File: config.mk
export PLATFORM = sky130hd
export DESIGN_NAME = apio_top
export DESIGN_NICKNAME = d
export VERILOG_FILES = /design/src/include/apio_pkg.sv /design/src/rtl/apio_in_sync.sv /design/src/rtl/apio_top.sv
export SDC_FILE = /design/constraint.sdc
export NUM_CORES = 1
export LEC_CHECK = 0
export ABC_AREA = 1
export BUFFER_PORTS_ARGS = -buffer_cell sky130_fd_sc_hd__buf_2
export CORE_ASPECT_RATIO = 2
export CORE_MARGIN = 8
export CORE_UTILIZATION = 25
export CTS_CLUSTER_SIZE = 14
export DETAILED_ROUTE_END_ITERATION = 16
export HOLD_SLACK_MARGIN = 0.06
export PLACE_DENSITY = 0.43
export SLEW_MARGIN = 20
export SYNTH_ARGS = -nofsm -noshare
export SYNTH_HDL_FRONTEND = slang
export SYNTH_SLANG_ARGS = --single-unit
File: constraint.sdc
create_clock -name sys_clk_i -period 2.1 [get_ports sys_clk_i]
set_clock_uncertainty 0.15 [all_clocks]
set_input_delay 0.105 -clock sys_clk_i [delete_from_list [all_inputs] [get_ports sys_clk_i]]
set_output_delay 0.105 -clock sys_clk_i [all_outputs]
set_load 0.01 [all_outputs]
File: src/include/apio_pkg.sv
`default_nettype none
package apio_pkg;
	localparam int unsigned CLK_HZ = 100_000_000;
	// register index map, byte address = index * 4
	localparam logic [7:0] IDX_CTRL = 8'h00;
	localparam logic [7:0] IDX_OUTSEL = 8'h01;
	localparam logic [7:0] IDX_FORCE = 8'h02;
	localparam logic [7:0] IDX_INPOS = 8'h03;
	localparam logic [7:0] IDX_AREA_A = 8'h04;
	localparam logic [7:0] IDX_AREA_B = 8'h05;
	localparam logic [7:0] IDX_THRESH = 8'h06;
	localparam logic [7:0] IDX_SWCMD = 8'h07;
	localparam logic [7:0] IDX_STATUS = 8'h08;
	localparam logic [7:0] IDX_INPUTS = 8'h09;
	localparam logic [7:0] IDX_POS = 8'h0A;
	localparam logic [7:0] IDX_MEAS = 8'h0B;
	// ctrl field positions
	localparam int unsigned CTRL_MONITOR = 0;
	localparam int unsigned CTRL_MANUAL = 1;
	localparam int unsigned CTRL_FAULT = 2;
	// force register: [3:0] value, [7:4] override enable; bit order busy, alarm, a, b
	localparam int unsigned OUT_BUSY = 0;
	localparam int unsigned OUT_ALARM = 1;
	localparam int unsigned OUT_A = 2;
	localparam int unsigned OUT_B = 3;
	// software command register fields
	localparam int unsigned SW_START = 0;
	localparam int unsigned SW_STOP = 1;
	localparam int unsigned SW_STEP_LSB = 4;
	// status bits
	localparam int unsigned ST_BUSY = 0;
	localparam int unsigned ST_POWER = 1;
	localparam int unsigned ST_ALARM = 2;
	localparam int unsigned ST_REJECT = 3;
	localparam int unsigned ST_STEP_LSB = 4;
	// force-band threshold in tenths: 0.5 .. 3.9, step 0.1
	localparam logic [7:0] FB_MIN = 8'h05;
	localparam logic [7:0] FB_MAX = 8'h27;
	localparam logic [7:0] FB_RESET = 8'h07;
	localparam logic [7:0] OC_RESET = 8'h1E;
	localparam logic [7:0] OT_RESET = 8'h46;
	localparam logic [3:0] OUTSEL_A_RESET = 4'h0;
	localparam logic [3:0] OUTSEL_B_RESET = 4'h1;
	localparam logic [1:0] CTRL_RESET = 2'h0;
	// input change spacing time and its cycle count
	localparam int unsigned IN_HOLD_US = 2000;
	localparam int unsigned IN_HOLD_CYC = IN_HOLD_US * (CLK_HZ / 1_000_000);

	typedef enum logic [3:0] {
		APIO_SRC_INPOS = 4'h0,
		APIO_SRC_FORCE = 4'h1,
		APIO_SRC_AREA_A = 4'h2,
		APIO_SRC_AREA_B = 4'h3,
		APIO_SRC_OVC = 4'h4,
		APIO_SRC_OVT = 4'h5
	} apio_src_e;

	typedef struct packed {
		logic servo_enable;
		logic drive;
		logic [3:0] step_select;
	} apio_cmd_s;

	typedef struct packed {
		logic in_position_flag;
		logic force_band_flag;
		logic area_a_flag;
		logic area_b_flag;
		logic overcurrent_flag;
		logic overtemp_flag;
	} apio_flags_s;
endpackage : apio_pkg
`default_nettype wire

File: src/rtl/apio_in_sync.sv
`timescale 1ns/1ns
`default_nettype none
module apio_in_sync (
	// clock and reset
	input wire logic sys_clk_i,
	input wire logic rst_n_i,
	// pin side
	input wire logic [5:0] pin_i,
	// clean side
	output logic [5:0] level_o
);
	logic [5:0] s1_q, s2_q, s3_q, lvl_q;
	logic [5:0] s1_d, s2_d, s3_d, lvl_d;

	always_comb begin
		s1_d = pin_i;
		s2_d = s1_q;
		s3_d = s2_q;
		// accept a change once the second and third stages agree
		lvl_d = lvl_q;
		for (int i = 0; i < 6; i++) begin
			if (s2_q[i] == s3_q[i]) begin
				lvl_d[i] = s3_q[i];
			end
		end
	end

	always_ff @(posedge sys_clk_i or negedge rst_n_i) begin
		if (!rst_n_i) begin
			s1_q <= 6'h00;
			s2_q <= 6'h00;
			s3_q <= 6'h00;
			lvl_q <= 6'h00;
		end else begin
			s1_q <= s1_d;
			s2_q <= s2_d;
			s3_q <= s3_d;
			lvl_q <= lvl_d;
		end
	end

	assign level_o = lvl_q;
endmodule : apio_in_sync
`default_nettype wire

File: src/rtl/apio_top.sv
// The register offsets and the strobed register port are this design's own decisions.
`timescale 1ns/1ns
`default_nettype none
module apio_top (
	// clock and reset
	input wire logic sys_clk_i,
	input wire logic rst_n_i,
	// register port
	input wire logic [7:0] reg_addr_i,
	input wire logic [31:0] reg_wdata_i,
	input wire logic reg_wr_i,
	input wire logic reg_rd_i,
	output logic [31:0] reg_rdata_o,
	// parallel inputs from controller
	input wire logic [3:0] step_select_i,
	input wire logic drive_i,
	input wire logic servo_enable_i,
	// motion core side
	input wire logic step_done_i,
	input wire logic fault_i,
	input wire logic [15:0] position_i,
	input wire logic [7:0] force_i,
	input wire logic [7:0] current_i,
	input wire logic [7:0] temp_i,
	output logic motion_start_o,
	output logic motion_stop_o,
	output logic [3:0] step_num_o,
	output logic motor_power_o,
	// parallel outputs to controller
	output logic busy_o,
	output logic alarm_n_o,
	output logic general_output_a_o,
	output logic general_output_b_o
);
	typedef enum logic [2:0] {
		APIO_IDLE = 3'b001,
		APIO_RUN = 3'b010,
		APIO_FAULT = 3'b100
	} apio_state_e;

	function automatic logic in_win(input logic [15:0] v, input logic [15:0] lo,
		input logic [15:0] hi);
		in_win = (v >= lo) && (v <= hi);
	endfunction : in_win

	function automatic logic pick_src(input logic [3:0] sel, input apio_pkg::apio_flags_s f);
		unique case (sel)
			apio_pkg::APIO_SRC_INPOS: pick_src = f.in_position_flag;
			apio_pkg::APIO_SRC_FORCE: pick_src = f.force_band_flag;
			apio_pkg::APIO_SRC_AREA_A: pick_src = f.area_a_flag;
			apio_pkg::APIO_SRC_AREA_B: pick_src = f.area_b_flag;
			apio_pkg::APIO_SRC_OVC: pick_src = f.overcurrent_flag;
			apio_pkg::APIO_SRC_OVT: pick_src = f.overtemp_flag;
			default: pick_src = 1'b0;
		endcase
	endfunction : pick_src

	logic [5:0] pin_lvl;
	apio_pkg::apio_cmd_s cmd;

	apio_in_sync u_sync (
		.sys_clk_i(sys_clk_i),
		.rst_n_i(rst_n_i),
		.pin_i({servo_enable_i, drive_i, step_select_i}),
		.level_o(pin_lvl)
	);
	assign cmd = apio_pkg::apio_cmd_s'(pin_lvl);

	// configuration registers
	logic [2:0] ctrl_q, ctrl_d;
	logic [7:0] outsel_q, outsel_d;
	logic [7:0] force_q, force_d;
	logic [31:0] inpos_q, inpos_d, area_a_q, area_a_d, area_b_q, area_b_d;
	logic [23:0] thr_q, thr_d;
	logic reject_q, reject_d;
	logic sw_start, sw_stop;
	logic [3:0] sw_step;
	logic [31:0] rdata_q, rdata_d;
	apio_state_e state_q, state_d;
	logic [3:0] step_q, step_d;
	logic drive_prev_q, drive_prev_d;
	logic start_q, start_d, stop_q, stop_d;
	apio_pkg::apio_flags_s flags_q, flags_d;
	logic [3:0] out_q, out_d;
	logic monitor;
	logic power_q, power_d;
	logic [7:0] fb_new;

	assign monitor = ctrl_q[apio_pkg::CTRL_MONITOR];
	assign fb_new = reg_wdata_i[7:0];

	always_comb begin
		ctrl_d = ctrl_q;
		outsel_d = outsel_q;
		force_d = force_q;
		inpos_d = inpos_q;
		area_a_d = area_a_q;
		area_b_d = area_b_q;
		thr_d = thr_q;
		reject_d = reject_q;
		sw_start = 1'b0;
		sw_stop = 1'b0;
		sw_step = reg_wdata_i[apio_pkg::SW_STEP_LSB +: 4];
		if (reg_wr_i) begin
			unique case (reg_addr_i)
				apio_pkg::IDX_CTRL: ctrl_d = reg_wdata_i[2:0];
				apio_pkg::IDX_OUTSEL: outsel_d = reg_wdata_i[7:0];
				apio_pkg::IDX_FORCE: force_d = reg_wdata_i[7:0];
				apio_pkg::IDX_INPOS: inpos_d = reg_wdata_i;
				apio_pkg::IDX_AREA_A: area_a_d = reg_wdata_i;
				apio_pkg::IDX_AREA_B: area_b_d = reg_wdata_i;
				apio_pkg::IDX_THRESH: begin
					// out-of-range band value: whole write dropped, sticky flag set
					if (fb_new >= apio_pkg::FB_MIN && fb_new <= apio_pkg::FB_MAX) begin
						thr_d = reg_wdata_i[23:0];
					end else begin
						reject_d = 1'b1;
					end
				end
				apio_pkg::IDX_SWCMD: begin
					sw_start = reg_wdata_i[apio_pkg::SW_START];
					sw_stop = reg_wdata_i[apio_pkg::SW_STOP];
				end
				apio_pkg::IDX_STATUS: begin
					if (reg_wdata_i[apio_pkg::ST_REJECT]) begin
						reject_d = 1'b0;
					end
				end
				// unmapped writes are ignored
				default: ctrl_d = ctrl_q;
			endcase
		end
	end

	// register read path, unmapped reads zero
	always_comb begin
		rdata_d = 32'h0000_0000;
		if (reg_rd_i) begin
			unique case (reg_addr_i)
				apio_pkg::IDX_CTRL: rdata_d = {29'h0000_0000, ctrl_q};
				apio_pkg::IDX_OUTSEL: rdata_d = {24'h00_0000, outsel_q};
				apio_pkg::IDX_FORCE: rdata_d = {24'h00_0000, force_q};
				apio_pkg::IDX_INPOS: rdata_d = inpos_q;
				apio_pkg::IDX_AREA_A: rdata_d = area_a_q;
				apio_pkg::IDX_AREA_B: rdata_d = area_b_q;
				apio_pkg::IDX_THRESH: rdata_d = {8'h00, thr_q};
				apio_pkg::IDX_STATUS: rdata_d = {24'h00_0000, step_q,
					reject_q, state_q == APIO_FAULT, motor_power_o, busy_o};
				apio_pkg::IDX_INPUTS: rdata_d = {26'h000_0000, pin_lvl};
				apio_pkg::IDX_POS: rdata_d = {16'h0000, position_i};
				apio_pkg::IDX_MEAS: rdata_d = {8'h00, temp_i, current_i, force_i};
				default: rdata_d = 32'h0000_0000;
			endcase
		end
	end

	// motion sequencer
	always_comb begin
		state_d = state_q;
		step_d = step_q;
		start_d = 1'b0;
		stop_d = 1'b0;
		drive_prev_d = cmd.drive;
		unique case (state_q)
			APIO_IDLE: begin
				if (monitor && cmd.servo_enable && cmd.drive && !drive_prev_q) begin
					step_d = cmd.step_select;
					start_d = 1'b1;
					state_d = APIO_RUN;
				end else if (!monitor && sw_start) begin
					step_d = sw_step;
					start_d = 1'b1;
					state_d = APIO_RUN;
				end
			end
			APIO_RUN: begin
				if (step_done_i) begin
					state_d = APIO_IDLE;
				end else if ((monitor && (!cmd.drive || !cmd.servo_enable))
					|| (!monitor && sw_stop)) begin
					stop_d = 1'b1;
					state_d = APIO_IDLE;
				end
			end
			APIO_FAULT: begin
				// leave only once fault gone and servo dropped
				if (!fault_i && !cmd.servo_enable) begin
					state_d = APIO_IDLE;
				end
			end
			default: state_d = APIO_FAULT;
		endcase
		if (fault_i || ctrl_q[apio_pkg::CTRL_FAULT]) begin
			state_d = APIO_FAULT;
			start_d = 1'b0;
			stop_d = state_q == APIO_RUN;
		end
	end

	// flags and output mux
	always_comb begin
		flags_d.in_position_flag = in_win(position_i, inpos_q[15:0], inpos_q[31:16]);
		flags_d.force_band_flag = force_i > thr_q[7:0];
		flags_d.area_a_flag = in_win(position_i, area_a_q[15:0], area_a_q[31:16]);
		flags_d.area_b_flag = in_win(position_i, area_b_q[15:0], area_b_q[31:16]);
		flags_d.overcurrent_flag = current_i > thr_q[15:8];
		flags_d.overtemp_flag = temp_i > thr_q[23:16];
		out_d[apio_pkg::OUT_BUSY] = state_d == APIO_RUN;
		out_d[apio_pkg::OUT_ALARM] = state_d != APIO_FAULT;
		// registered, not decoded, so the power enable cannot glitch
		power_d = state_d != APIO_FAULT;
		out_d[apio_pkg::OUT_A] = pick_src(outsel_q[3:0], flags_q);
		out_d[apio_pkg::OUT_B] = pick_src(outsel_q[7:4], flags_q);
		// override sits last so a connection check beats live state
		if (ctrl_q[apio_pkg::CTRL_MANUAL]) begin
			for (int i = 0; i < 4; i++) begin
				if (force_q[4 + i]) begin
					out_d[i] = force_q[i];
				end
			end
		end
	end

	always_ff @(posedge sys_clk_i or negedge rst_n_i) begin
		if (!rst_n_i) begin
			ctrl_q <= {1'b0, apio_pkg::CTRL_RESET};
			outsel_q <= {apio_pkg::OUTSEL_B_RESET, apio_pkg::OUTSEL_A_RESET};
			force_q <= 8'h00;
			inpos_q <= 32'h0000_0000;
			area_a_q <= 32'h0000_0000;
			area_b_q <= 32'h0000_0000;
			thr_q <= {apio_pkg::OT_RESET, apio_pkg::OC_RESET, apio_pkg::FB_RESET};
			reject_q <= 1'b0;
			rdata_q <= 32'h0000_0000;
			state_q <= APIO_IDLE;
			step_q <= 4'h0;
			drive_prev_q <= 1'b0;
			start_q <= 1'b0;
			stop_q <= 1'b0;
			flags_q <= '0;
			out_q <= 4'h0;
			power_q <= 1'b1;
		end else begin
			ctrl_q <= ctrl_d;
			outsel_q <= outsel_d;
			force_q <= force_d;
			inpos_q <= inpos_d;
			area_a_q <= area_a_d;
			area_b_q <= area_b_d;
			thr_q <= thr_d;
			reject_q <= reject_d;
			rdata_q <= rdata_d;
			state_q <= state_d;
			step_q <= step_d;
			drive_prev_q <= drive_prev_d;
			start_q <= start_d;
			stop_q <= stop_d;
			flags_q <= flags_d;
			out_q <= out_d;
			power_q <= power_d;
		end
	end

	assign reg_rdata_o = rdata_q;
	assign motion_start_o = start_q;
	assign motion_stop_o = stop_q;
	assign step_num_o = step_q;
	assign motor_power_o = power_q;
	assign busy_o = out_q[apio_pkg::OUT_BUSY];
	assign alarm_n_o = out_q[apio_pkg::OUT_ALARM];
	assign general_output_a_o = out_q[apio_pkg::OUT_A];
	assign general_output_b_o = out_q[apio_pkg::OUT_B];
endmodule : apio_top
`default_nettype wire
* Yosys cells after proc, flatten, opt, wreduce, memory -nomap -nowiden
Cells that the tools add are included.
** Word-level totals
- Logic and storage cells :: 142
- Register bits :: 217
- Input bits :: 92
** Cells by class
- Order comparisons :: 11
- Mux-type cells :: 33
- Reduce and logical (&&, ||, !) cells :: 33
- Equality and inequality tests :: 34
** Operators by type and width (count)
- 32-bit case mux with 11 select lines :: 1
- 16-bit >= comparator :: 3
- 16-bit <= comparator :: 3
- 8-bit by 3-bit equality test with 1-bit output, second input constant :: 4
- 8-bit by 4-bit equality test with 1-bit output, second input constant :: 4
- 32-bit two-way mux :: 1
- 8-bit > comparator :: 3
- 1-bit two-way mux :: 18
- 3-bit two-way mux :: 6
- 4-bit by 2-bit equality test with 1-bit output, second input constant :: 4
- 4-bit by 3-bit equality test with 1-bit output, second input constant :: 4
- 8-bit by 2-bit equality test with 1-bit output, second input constant :: 2
- 2-bit AND reduction :: 7
- 4-bit two-way mux :: 3
- 1-bit case mux with 6 select lines :: 2
- 1-bit logical AND :: 11
- 3-bit case mux with 3 select lines :: 1
- 4-bit by 1-bit equality test with 1-bit output, second input constant :: 2
- 8-bit by 1-bit equality test with 1-bit output, second input constant :: 1
- 8-bit by 3-bit >= comparator with 1-bit output, second input constant :: 1
- 8-bit by 6-bit <= comparator with 1-bit output, second input constant :: 1
- 4-bit zero test :: 2
- 8-bit zero test :: 1
- 1-bit equality test :: 6
- other kinds (11) :: 20

* Logic depth before layout (Yosys ltp)
Gate-level depths: netlist of the first run.
- Depth after elaboration :: 12
- Gate-level depth with buffers :: 14

* By module
From an unflattened synthesis of the first run, not the netlist that was laid out.
** Second synthesis, totals
- Cells, all modules :: 1537
- Area total of the unflattened synthesis :: 12446.9 um^2
** By module, submodules not included
- apio_top :: instances 1, cells each 1489, area each 11748.8 um^2
- apio_in_sync :: instances 1, cells each 48, area each 698.2 um^2

* Worst setup path after synthesis of the first run
No wires, ideal clock.
- Path kind :: reg2reg
- From :: register u_sync.lvl_q[5] (netlist: u_sync.level_o[5])
- To :: register step_q[0] (netlist: step_num_o[0])
- Setup slack :: 0.561 ns
- Cell stages (with the launch flop) :: 11
- Path buffers :: 2
- Data required time :: 1.827 ns
- Clock period less this slack :: 1.539 ns
- Arrival :: 1.266 ns
- Path through :: dfrtp_1 nand2_1 nor2_1 inv_1 or2_1 buf_2 nand2_1 nand2_1 buf_2 nand2_1 o21ai_1
** Between the ends
- Cells in the longest elaborated chain, start to end :: 5
- Elaborated cells between the ends (all ways) :: 6
- Those cells by class :: mux: 1; reduce/logical: 5
** Ends and longest elaborated chain
- start, declared :: line apio_in_sync.sv:12 : logic [5:0] s1_q, s2_q, s3_q, lvl_q;
- start signal, assigned :: line apio_in_sync.sv:38 : lvl_q <= lvl_d;
- 1-bit logical AND * (3 in a row) :: line apio_top.sv:166 : if (monitor && cmd.servo_enable && cmd.drive && !drive_prev_q) begin
- 2-bit nonzero test (no line)
- 2-bit AND reduction (no line)
- end signal, assigned :: line apio_top.sv:254 : step_q <= step_d;
- end, declared :: line apio_top.sv:80 : logic [3:0] step_q, step_d;
Mark *: on every way between the ends. The rest lies on a longest branch, timed or not.
A chain may end at the register's enable or synchronous reset.

==> impl_metrics.toml, run 1 <==
[detailed_routing]
post_drt_via_cell_ratio = 4.46
drcViolationCount = 0
wl_um = 47300
first_pass_iters = 5
via_count = 11200
first_iter_violations = 547
wire_per_inst_um = 18.8
ant_nets = 0

[logic_synthesis]
synth_edf_count = 0
syn_area_mm2 = 0.0126
syn_inst = 1585
synthArstFlopShare = 1.00
yosysTopAreaCellShare = 0.405
ys_ff_latch = 217
synth-compound-area-share = 0.135
synth_nets = 1797
yosys_most_used_dff = "dfrtp_1"
synth.most_common_cell = "nand2_1"
synth_cell_type_count = 38
synthMuxAreaShare = 0
synthSimpleGateAreaFrac = 0.213
synth_area_leaders = "dfrtp_1, ha_1, nand2_1"
syn_area_per_cell_um2 = 7.96
ys_seq_area_frac = 0.432
yosys.area_share.adder = 0.124
synth_area_leader_cell = "dfrtp_1"
yosys_warnings = 0
synthXorXnorAreaFrac = 0
synth.top_cells.by_count = "nand2_1, inv_1, dfrtp_1"
synth_top_family_by_area = "simple AND/OR/NAND/NOR gates"

[clock_network]
htreeDepth = 1
cts_tree = "done"
numCtsBuffers = 24
clockRootBuffer = "clkbuf_16"
clkTransAtPathRegs_ns = 0.07
cts_sinks = 217
worst_skew_pair.late_latency_ns = 0.55
cts_max_path_buffers = 3

[worst_setup_path]
worstPathMaxFanout = 2
arrival_ns = 2.19
cpMostUsedCell = "nand2_1"
critPathKind = "flip-flop to flip-flop"
path_cells = "inv_1 > ha_1 > nand2_1 > nor4_2 > buf_4 > nand2_1 > nand2_1 > nand2_1 > nand2_1 > inv_1"
worstRegToRegCells = 10
max_stage_delay_ns = 0.39
startpoint_type = "flip-flop"
r2r_slack_ns = 0.21
critPathRequiredTime_ns = 2.40
reg2reg_from = "area_a_q[27]$_DFFE_PN0P_"
critPathLaunch = "area_a_q[27]$_DFFE_PN0P_"
r2r_end = "flags_q[3]$_DFF_PN0_"
worst_setup_path_end_kind = "flip-flop"
crit_slowest_cell = "nor4_2"

[timing]
min_period_ns = 1.89
slew_viol_final = 0
timing_hold_violations_final = 0
timing.final.ws_setup_ns = 0.206
period_share = 0.902
setup_violations = 0
maxSlewHeadroom = 0.607
grt_setup_unrepaired = "no"
worstMarginPinSlew_ns = 0.584
max_freq_mhz = 528

[floorplanning]
die_x_um = 175
num_rows = 116
die_h_um = 334
dieArea_mm2 = 0.0583
core_area_mm2 = 0.0499
initial_core_util = 0.253
ios = 135

[placed_design]
globalplace.congestion = 0.852
dp.cells = 2368
post-place-ws_ns = -0.0281
io_buffers = 134
dp_hpwl_um = 37300

[hold_path]
hold_end = "u_sync.s1_q[4]$_DFF_PN0_"
min_from = "drive_i"
min_path_type = "input pin to flip-flop"
min_path_cells = 2

[final_layout]
fin_nets = 2058
syn_to_final_growth_pct = 28.1
multi_input_area_mm2 = 0.00595
drive_gt1_frac = 0.149
fillers = 5416
register_area_mm2 = 0.00545
n_antenna_cell = 0
finalNonFillerCells = 2513

[run]
maxCapViolCount = 0

[power]
power.leakage_nw = 7.79
p_per_area_mw_per_mm2 = 637
ir_worst_vdd_mv = 0.525

[grt]
grt_start_max_net_pins = 65
first_global_vias = 11900
gr-total-overflow = 0
antenna_found_initial = 1
grt.total_usage = 0.162
grt_pass1_wl_um = 72000

[run_status]
status = "complete, no violations"
## registers in the layout, indices dropped and copies added (netlist names)
name            flops
u_sync.s3_q         6
ctrl_q              3
outsel_q            8
inpos_q            32
out_q               4
drive_prev_q        1
step_num_o          4
motion_stop_o       1
u_sync.s1_q         6
force_q             8
u_sync.s2_q         6
u_sync.level_o      6
area_a_q           32
motion_start_o      1
thr_q              24
area_b_q           32
reg_rdata_o        32
reject_q            1
state_q             3
motor_power_o       1
flags_q             6
## worst max path at each step
stage,end,slack (ns)
final,flags_q[3]$_DFF_PN0_,0.21
after detailed placement,reg_rdata_o[4]$_DFF_PN0_,-0.03
after global placement,reg_rdata_o[4]$_DFF_PN0_,-0.07
after CTS,flags_q[3]$_DFF_PN0_,0.03
after floorplan,step_num_o[0]$_DFFE_PN0P_,0.56
after global routing,flags_q[3]$_DFF_PN0_,0.03
## layer usage
layer	wire length, um	vias up	global-route usage
met2	26100	230	0.318
met3	1480	107	0.0207
met5	8	-	0
met4	2530	2	0.0842
met1	17200	5225	0.161
li1	-	5653	-
## cell usage in the layout (no fill, tap or decap), types with 25 or more instances in the layout
cell type,Yosys,layout
a21oi_1,67,67
buf_2,26,133
buf_4,4,37
clkbuf_16,0,25
dfrtp_1,204,204
dlygate4sd3_1,0,97
ha_1,120,120
inv_1,243,243
nand2_1,387,387
nand3_1,89,89
nor2_1,97,97
o21ai_0,149,149
o21ai_1,67,67
## kinds of logic (layout without fill, tap and decap cells)
logic type / Yosys count / count (layout)
simple gates: 628 / 628
compound gates: 320 / 320
buf+inv: 294 / 573
flops: 217 / 217
fa+ha+maj: 126 / 126
## per-stage QoR
stage	hold WS (ns)	setup TNS (ns)	util	instance area [um2]	power, mW
floorplan	-0.341	0	-	12600	5.15
global placement	-0.0852	-0.124	0.286	14300	5.75
detailed placement	-0.0813	-0.0400	0.286	14300	5.77
CTS	0.0604	0	0.323	16100	10.5
global route	0.0893	0	0.324	16200	10.8
finish	0.0809	0	0.324	16200	10.3
## power by group
part	switching [mW]	total (mW)	internal (mW)	leakage, nW
combinational	0.795	1.31	0.514	4.50
clock	1.84	4.51	2.67	0.415
sequential	0.121	4.47	4.35	2.87
total	2.76	10.3	7.53	7.79
## repair_timing
item	in CTS	in global routing
setup endpoints to repair	0	4
hold endpoints to repair	408	0
setup buffers	0	4
gates resized for setup	0	1
hold buffers	98	0
## area by class of cell
class | count | share of cell area
clock buffer | 36 | 0.0456
clock inverter | 8 | 0.00581
inverter | 249 | 0.0582
multi-input combinational | 1074 | 0.369
sequential | 217 | 0.337
tap | 649 | 0.0503
timing repair buffer | 280 | 0.134
## critical path, delay by kind of cell, from the launching register on
kind | cells | cell delay (ns)
and+or+nand+nor | 6 | 0.76
DFF | 1 | 0.35
adders and majority gates | 1 | 0.29
buffers and inverters | 3 | 0.28
Note: power is estimated with default switching activity, not from simulation.
==> inputs of run 2 (changes only) <==
--- a/config.mk
+++ b/config.mk
@@ -14,7 +14,7 @@
 export DETAILED_ROUTE_END_ITERATION = 16
 export HOLD_SLACK_MARGIN = 0.06
 export PLACE_DENSITY = 0.43
-export SLEW_MARGIN = 20
+export SLEW_MARGIN = 30
 export SYNTH_ARGS = -nofsm -noshare
 export SYNTH_HDL_FRONTEND = slang
 export SYNTH_SLANG_ARGS = --single-unit
==> constraint.sdc (replaced) <==
create_clock -name sys_clk_i -period 2.1 [get_ports sys_clk_i]
set_clock_uncertainty 0.15 [all_clocks]
set_input_delay 0.63 -clock sys_clk_i [delete_from_list [all_inputs] [get_ports sys_clk_i]]
set_output_delay 0.63 -clock sys_clk_i [all_outputs]
set_load 0.01 [all_outputs]
==> run 2 against run 1 <==
Sequential power is essentially flat. Cell count decreased by 1.2%. Largest power group unchanged. Largest cell class unchanged. Fmax down 5.2%. Via count down 0.47%. Core utilization decreased by 0.56 points. Global-route usage is 0.42 points higher. Sequential share of layout area grew 0.60 points. Count of clock-buffer cells in the layout shrank 2. Routed wire length rose by 2.0%.
==> impl_metrics.toml, run 2 (synthesized netlist as in run 1, its figures left out) <==
[detailed_routing]
wl_um = 48300
post_drt_via_cell_ratio = 4.50
first_pass_iters = 5
ant_nets = 0
drcViolationCount = 0
first_iter_violations = 560
via_count = 11200
wire_per_inst_um = 19.4

[final_layout]
fin_nets = 2028
fillers = 5433
syn_to_final_growth_pct = 25.8
fin_util = 0.318
drive_gt1_frac = 0.183
n_antenna_cell = 0
final_cell_mix = "nand2_1, inv_1, dfrtp_1"
final_common_cell = "nand2_1"
finalNonFillerCells = 2482

[power]
ir_worst_vdd_mv = 0.660
power.clock.fraction = 0.445
switching_share = 0.268
p_per_area_mw_per_mm2 = 654
finalPower_mw = 10.4
power.leakage_nw = 7.73
internal-power_mw = 7.60
seqPwrFrac = 0.431
power_switching_mw = 2.79
combPwrFrac = 0.124

[run_status]
status = "complete, no violations"

[hold_path]
min_path_type = "input pin to flip-flop"

[clock_network]
clkTransAtPathRegs_ns = 0.06
htreeDepth = 1
cts_max_path_buffers = 3
cts_tree = "done"
worst_skew_pair.late_latency_ns = 0.56
cts_resized = 0
cts_sinks = 217
clockRootBuffer = "clkbuf_16"
post-cts-setup-buffers = 0
numCtsBuffers = 25

[worst_setup_path]
path_cells = "buf_2"
crit_end = "motor_power_o"
worstPathMaxFanout = 2
critPathKind = "flip-flop to output port"
startpoint_type = "flip-flop"
critPathLaunch = "motor_power_o$_DFF_PN1_"
critPathBufInv = 1
arrival_ns = 1.22
reg2reg_from = "thr_q[11]$_DFFE_PN1P_"
r2r_end = "flags_q[1]$_DFF_PN0_"
worst_setup_path_end_kind = "output port"
critPathRequiredTime_ns = 1.32
max_stage_delay_ns = 0.54
crit_slowest_cell = "dfstp_2"
worstRegToRegCells = 6
r2r_slack_ns = 0.25
worst-path-stages = 1
critPathTopFamily = "flip-flops"

[grt]
grt.total_usage = 0.166
gr-total-overflow = 0
antenna_found_initial = 0
grt_start_max_net_pins = 46
grt_pass1_wl_um = 73700
first_global_vias = 12100

[timing]
slew_viol_final = 0
max_freq_mhz = 500
grt_setup_unrepaired = "no"
worstMarginPinSlew_ns = 0.541
setup_violations = 0
min_period_ns = 2.00
period_share = 0.952
setup_tns_ns = 0
timing_hold_violations_final = 0
maxSlewHeadroom = 0.638

[placed_design]
dp_hpwl_um = 38800
io_buffers = 134
dp.cells = 2431
globalplace.congestion = 0.840

[floorplanning]
core_area_mm2 = 0.0499
die_h_um = 334
die_x_um = 175
dieArea_mm2 = 0.0583
ios = 135
num_rows = 116
initial_core_util = 0.253

[run]
maxCapViolCount = 0
-- run 2: changes by cell type in the layout (fill, tap and decap cells not counted) --
| cell | before | now |
|---|---|---|
| dlygate4sd3_1 | 97 | 7 |
| buf_4 | 37 | 83 |
| buf_12 | 12 | 25 |
| bufinv_16 | 2 | 3 |
| clkbuf_1 | 4 | 3 |
| clkbuf_8 | 7 | 6 |
| clkinv_4 | 0 | 1 |
| nor4_1 | 0 | 1 |
| nor4_2 | 1 | 0 |
-- run 2: how the worst min path moves through the flow --
stage / from / end / slack (ns) / cells past startpoint
after floorplan: rst_n_i / area_a_q[0]$_DFFE_PN0P_ / 0.18 / 0
after global routing: temp_i[2] / reg_rdata_o[18]$_DFF_PN0_ / 0.18 / 3
after CTS: temp_i[2] / reg_rdata_o[18]$_DFF_PN0_ / 0.16 / 3
after detailed placement: u_sync.s1_q[4]$_DFF_PN0_ / u_sync.s2_q[4]$_DFF_PN0_ / 0.18 / 0
final: temp_i[2] / reg_rdata_o[18]$_DFF_PN0_ / 0.19 / 3
after global placement: u_sync.s1_q[4]$_DFF_PN0_ / u_sync.s2_q[4]$_DFF_PN0_ / 0.19 / 0
-- run 2: layout make-up --
type | count | area, um2 | area share
Clock inverter | 10 | 133 | 0.00836
Inverter | 249 | 940 | 0.0592
Multi-Input combinational cell | 1074 | 5950 | 0.375
Sequential cell | 217 | 5450 | 0.343
Timing Repair Buffer | 249 | 1870 | 0.118
Tap cell | 649 | 812 | 0.0512
Clock buffer | 34 | 719 | 0.0453
-- run 2: metal layers --
metal	share of wire	global-route usage	up-vias
met3	0.032	0.0214	67
met5	0	0	-
li1	-	-	5574
met4	0.034	0.0608	0
met1	0.36	0.167	5289
met2	0.57	0.336	234
-- run 2: timing repair --
action	in CTS	in global routing
hold endpoints to repair	33	0
hold buffers	7	0
setup endpoints to repair	0	0
-- run 2: through the flow --
| stage | setup WS (ns) | instance area [um2] | hold WS (ns) |
|---|---|---|---|
| after CTS | 0.0683 | 15900 | 0.158 |
| after global placement | -0.298 | 15000 | 0.187 |
| after detailed placement | -0.293 | 15000 | 0.185 |
| final | 0.101 | 15900 | 0.189 |
| after global routing | 0.0555 | 15900 | 0.175 |
| after floorplan | 0.234 | 12600 | 0.181 |
-- run 2: power groups by stage --
stage                     registers [mW]  logic, mW  clock network (mW)
after floorplan                     4.51      0.639                   0
after global placement              4.55       1.29                   0
after detailed placement            4.55       1.31                   0
after CTS                           4.47       1.32                4.79
after global routing                4.49       1.48                4.92
final                               4.47       1.29                4.62
